$ cat src/design/xbar_out4_pkg.sv
// Overview of operation
// - each 2-bit selector code 00..11 picks candidate input zero..three.
// - low word at index Ch holds selectors 0..15, selector n in bits 2n+1:2n.
// - high word at index Eh holds selectors 16..31, selector 16 in bits 1:0.
// - all fields read/write by software; reset clears every field to zero.
// - all 32 selectors serve crossbar output four only.
package xbar_out4_pkg;

   // =====================================================
   // register map (printed offsets are word indices)
   localparam int unsigned   SEL_LOW_INDEX   = 32'h0000_000c;
   localparam int unsigned   SEL_HIGH_INDEX  = 32'h0000_000e;
   localparam logic [7:0]    SEL_LOW_ADDR    = 8'(SEL_LOW_INDEX * 4);
   localparam logic [7:0]    SEL_HIGH_ADDR   = 8'(SEL_HIGH_INDEX * 4);
   localparam int unsigned   ADDR_W          = 8;

   // =====================================================
   // field layout and reset values
   localparam int unsigned   SEL_COUNT       = 32;
   localparam int unsigned   SEL_PER_WORD    = 16;
   localparam int unsigned   SEL_W           = 2;
   localparam int unsigned   CAND_COUNT      = 4;
   localparam logic [31:0]   SEL_WORD_RESET  = 32'h0000_0000;
   localparam logic [31:0]   UNMAPPED_RDATA  = 32'h0000_0000;

   // =====================================================
   // apb request carrier
   typedef struct packed {
      logic              psel;
      logic              penable;
      logic              pwrite;
      logic [ADDR_W-1:0] paddr;
      logic [31:0]       pwdata;
   } apb_req_s;

   typedef struct packed {
      logic              pready;
      logic              pslverr;
      logic [31:0]       prdata;
   } apb_rsp_s;

endpackage : xbar_out4_pkg

$ cat src/design/crossbar_output_select_regs.sv
`timescale 1ns/100ps
module crossbar_output_select_regs
   import xbar_out4_pkg::*;
(
   // clock and reset
   input  wire logic                             clk_sys,
   input  wire logic                             nrst,
   // apb slave
   input  wire apb_req_s                         apb_req,
   output      apb_rsp_s                         apb_rsp,
   // candidate inputs, four per selector
   input  wire logic [SEL_COUNT-1:0][CAND_COUNT-1:0] cand_in,
   // selected signals towards the combining logic of crossbar output four
   output      logic [SEL_COUNT-1:0]             crossbar_output_four
);

   // =====================================================
   // selector registers
   logic [31:0] sel_low_r;
   logic [31:0] sel_high_r;
   logic        wr_acc;
   logic        rd_acc;
   logic [31:0] rdata_nxt;
   logic [31:0] rdata_r;
   logic        err_nxt;
   logic        err_r;
   logic        hit_low;
   logic        hit_high;

   // setup phase with no wait state: pready is high in every access phase
   assign hit_low  = (apb_req.paddr == SEL_LOW_ADDR);
   assign hit_high = (apb_req.paddr == SEL_HIGH_ADDR);
   assign wr_acc   = apb_req.psel & apb_req.penable & apb_req.pwrite;
   assign rd_acc   = apb_req.psel & ~apb_req.penable & ~apb_req.pwrite;

   always_ff @(posedge clk_sys or negedge nrst)
   begin
      if (!nrst)
      begin
         sel_low_r <= SEL_WORD_RESET;
      end
      else if (wr_acc && hit_low)
      begin
         sel_low_r <= apb_req.pwdata;
      end
   end

   always_ff @(posedge clk_sys or negedge nrst)
   begin
      if (!nrst)
      begin
         sel_high_r <= SEL_WORD_RESET;
      end
      else if (wr_acc && hit_high)
      begin
         sel_high_r <= apb_req.pwdata;
      end
   end

   // =====================================================
   // read path: data captured in setup so prdata comes from a flop
   always_comb
   begin
      rdata_nxt = UNMAPPED_RDATA;
      err_nxt   = 1'b1;
      if (hit_low)
      begin
         rdata_nxt = sel_low_r;
         err_nxt   = 1'b0;
      end
      else if (hit_high)
      begin
         rdata_nxt = sel_high_r;
         err_nxt   = 1'b0;
      end
   end

   always_ff @(posedge clk_sys or negedge nrst)
   begin
      if (!nrst)
      begin
         rdata_r <= 32'h0000_0000;
         err_r   <= 1'b0;
      end
      else if (apb_req.psel && !apb_req.penable)
      begin
         rdata_r <= rd_acc ? rdata_nxt : 32'h0000_0000;
         err_r   <= err_nxt;
      end
   end

   // unmapped addresses answer with pslverr and zero data; writes to them are dropped
   assign apb_rsp.pready  = 1'b1;
   assign apb_rsp.pslverr = apb_req.psel & apb_req.penable & err_r;
   assign apb_rsp.prdata  = rdata_r;

   // =====================================================
   // one four-way mux per selector, all feeding output four only
   genvar gi;
   generate
      for (gi = 0; gi < SEL_COUNT; gi++)
      begin : g_sel
         logic [SEL_W-1:0] code;
         if (gi < SEL_PER_WORD)
         begin : g_lo
            assign code = sel_low_r[SEL_W*gi +: SEL_W];
         end
         else
         begin : g_hi
            assign code = sel_high_r[SEL_W*(gi-SEL_PER_WORD) +: SEL_W];
         end
         // combinational so the selected input follows live; the code itself is registered
         assign crossbar_output_four[gi] = cand_in[gi][code];
      end
   endgenerate

endmodule : crossbar_output_select_regs

$ cat config.mk
export PLATFORM = sky130hd
export DESIGN_NAME = crossbar_output_select_regs
export DESIGN_NICKNAME = d
export VERILOG_FILES = /design/src/design/xbar_out4_pkg.sv /design/src/design/crossbar_output_select_regs.sv
export SDC_FILE = /design/constraint.sdc
export NUM_CORES = 1
export LEC_CHECK = 0
export BUFFER_PORTS_ARGS = -buffer_cell sky130_fd_sc_hd__buf_2
export CORE_UTILIZATION = 50
export CTS_CLUSTER_DIAMETER = 150
export DETAILED_ROUTE_END_ITERATION = 10
export PLACE_DENSITY = 0.83
export SKIP_LAST_GASP = 1
export SLEW_MARGIN = 10
export SYNTH_ARGS = -nofsm -noshare
export SYNTH_HDL_FRONTEND = slang
export SYNTH_SLANG_ARGS = --single-unit
$ cat constraint.sdc
create_clock -name clk_sys -period 2.8 [get_ports clk_sys]
set_clock_uncertainty 0.15 [all_clocks]
set_input_delay 0.14 -clock clk_sys [delete_from_list [all_inputs] [get_ports clk_sys]]
set_output_delay 0.14 -clock clk_sys [all_outputs]
set_load 0.05 [all_outputs]
==> run metrics <==
drt first pass iters=4; die area=roughly 10,000 µm²; synthesized flop and latch total=between 90 and 100; Post-synth EDFFs=0; Power Dens Cells=between 400 and 500 nW/µm²; final setup fails=0; Die X-Extent=101 µm; Reg area=approximately 2400 µm²; Yosys Warn Count=0; register area share after synthesis=about half; CTS Buf Count=9; leakage power=approximately 3.5 nW; GRT Total Usage=around 25%; DRT iter0 DRCs=74; DIE HEIGHT=101 µm; FMAX=0.528 GHz; hold crit path type=input port to register; number of port buffers=~240; final hold vios=0; initial core utilization=between 50% and 60%; VDD IR-drop max=about 0.28 mV; first-pass GRT wire length=about 20,000 µm; TritonCTS clock tree=built; deepest clock path buffer count=2; CP cell instances=buf_2 > nand4bb_1 > or3_2 > o31ai_2; deepest level of the CTS H-tree=3; Worst-Skew Late Latency=about 0.35 ns; CP peak stage delay=about 0.97 ns; vias in the first global route=4,136; worst endpoint required time=about 2.9 ns; CTS root buffer=clkbuf_8; Buf+Inv Stages, Crit Path=1; WL final=between 10,000 and 15,000 µm; Rows=35; largest net degree at the start of global routing=between 70 and 80; total negative slack=0 ns; Syn-to-layout area delta=37.3%; sw frac=approximately 25%; Overflow after GRT=0; Seq pwr share=49.8%; final period utilization=roughly two thirds; Finished Layout Cells=a little over 700; Post-synth ARST share=between 90% and 100%; Post-DP HPWL=around 9000 µm; min cycle time layout=approximately 1.9 ns; Avg Vias per Cell=roughly 5.4; DRC viols=0; Synth Cell Area=between 4000 and 5000 µm²; total chip power=about 0.0029 W; status=completed; Layout fillers=~670; slowest CP cell=or3_2; Post-Syn Area per Cell=about 15 µm²; Clk pin slew, worst setup/hold paths=roughly 0.1 ns; routed vias=between 3,000 and 4,000; Clock Sinks=97; Hold Path Cell Cnt=4; Slew headroom=between 30 and 40%; DR WL/cell=17.4 µm; worst reg-to-reg path cell count=2; Worst EP arrival=1.98 ns; RD Place Congestion=slightly above 0.8; count of cell types in the netlist=25; Clk pwr share=35.3%; Cells after Synth=~320; RSZ-0062 raised after global routing=no; Worst-Margin Slew=0.988 ns; logic gate share of total power=14.9%; NumNets Final=between 700 and 800; core area=around 9400 µm²; syn nets=between 400 and 500; family with the most delay on the worst path=simple AND/OR/NAND/NOR gates; area occupied by multi-input gates=between 2000 and 2500 µm²; Max-Cap Viols=0; CP Launch Type=input port; initial antenna violation count=0; critical path class=input port to register; Max Fanout on Critical Path=32; ANT cells=0; net switching power=~0.00072 W; number of I/O pins=~240; cell depth of the worst setup path=4; Slew Viols, Final=0; fin util=between 70% and 80%; Post-Place Cells=674; Pint=roughly 0.0021 W; crit end category=register; share of post-route cells with drive strength above 1=approximately 65%; dominant synthesized flop cell=dfrtp_1; antenna-violating nets left=0
## kinds of logic (layout without fill, tap and decap cells)
kind of cell | after synthesis | in the layout | share of synthesized area [%]
flops | 97 | 97 | 49.3
simple gates | 43 | 43 | 4.27
buf+inv | 22 | 291 | 2.59
mux | 128 | 128 | 35.8
other cells | 1 | 1 | 0.0761
compound gates | 33 | 33 | 8.03
## worst register-to-register path: cells and delay by family (launching register included)
family | cells | cell delay (ns)
DFF | 1 | 0.43
muxes | 1 | 0.21
AOI/OAI and AO/OA | 1 | 0.08
## cell type report
type / instances / area share [%]
sequential: 97 / 35.9
tap: 129 / 2.39
multi-input combinational: 205 / 35.3
clock inverter: 5 / 1.28
timing repair buffer: 276 / 23.1
clock buffer: 10 / 2.04
## routing by layer
metal  GRT usage, %  vias up  part of all wire [%]
met3           3.86       21                   5.0
met5              0        -                     0
li1               -     1777                     -
met1           29.6     1931                    39
met2           46.2      149                    54
met4           10.9        0                   2.2
## registers in the layout, summed over array words and instances, names as in the netlist
register / flops
err_r: 1
sel_low_r: 32
sel_high_r: 32
rdata_r: 32
## synthesized netlist by cell type, types with 3 or more instances
master    count  area share (%)
mux4_2       32              15
buf_4         4            0.61
o31ai_2      30             7.6
clkbuf_1      5            0.38
buf_1         4            0.30
buf_6         3            0.69
buf_2         6            0.61
mux2_1        4            0.91
dfrtp_1      97              49
nand2_1      33             2.5
mux2i_1      32             6.5
mux2_2       60              14
## power groups by stage
stage	logic, W	clock network [W]	registers, W
after floorplan	0.000231	0	0.00145
after global placement	0.000380	0	0.00146
after detailed placement	0.000391	0	0.00146
after CTS	0.000428	0.00104	0.00143
after global routing	0.000458	0.00110	0.00143
final	0.000427	0.00101	0.00143
## through the flow
| step | hold slack [ns] | area (µm²) | setup WS, ns |
|---|---|---|---|
| 2_1_floorplan | -0.306 | 4930 | 1.18 |
| 5_1_grt | 0.121 | 6760 | 0.823 |
| 3_5_place_dp | 0.182 | 6210 | 0.536 |
| 3_3_place_gp | 0.166 | 6210 | 0.632 |
| 4_1_cts | 0.0804 | 6760 | 0.904 |
| 6_report | 0.0947 | 6760 | 0.907 |
## cell usage in the layout (no fill, tap or decap), drive strengths merged, types with 2 or more instances in the layout
cell type	Yosys	routed
mux2	64	64
or3	2	2
dlygate4sd3	0	33
o31ai	32	32
inv	0	2
nor3	2	2
buf	17	243
mux2i	32	32
bufinv	0	2
dfrtp	97	97
mux4	32	32
nand2	33	33
clkbuf	5	10
## timing repair
action                                  CTS  global route
hold endpoints to repair                135             0
resized for setup                         0             0
setup buffers                             0             0
endpoints found under the setup margin    0             0
hold buffers                             33             0
## final timing paths
| kind | from | end | slack (ns) |
|---|---|---|---|
| worst max-delay path | apb_req[34] | rdata_r[27] | 0.91 |
| max in group asynchronous | nrst | sel_low_r[17] | 1.37 |
| worst min-delay path | apb_req[39] | err_r | 0.09 |
| worst min register to register | rdata_r[0] | rdata_r[0] | 0.33 |
| min in group asynchronous | nrst | err_r | 0.31 |
| worst max register to register | sel_high_r[30] | rdata_r[30] | 1.79 |
Note: power is estimated with default switching activity, not from simulation.
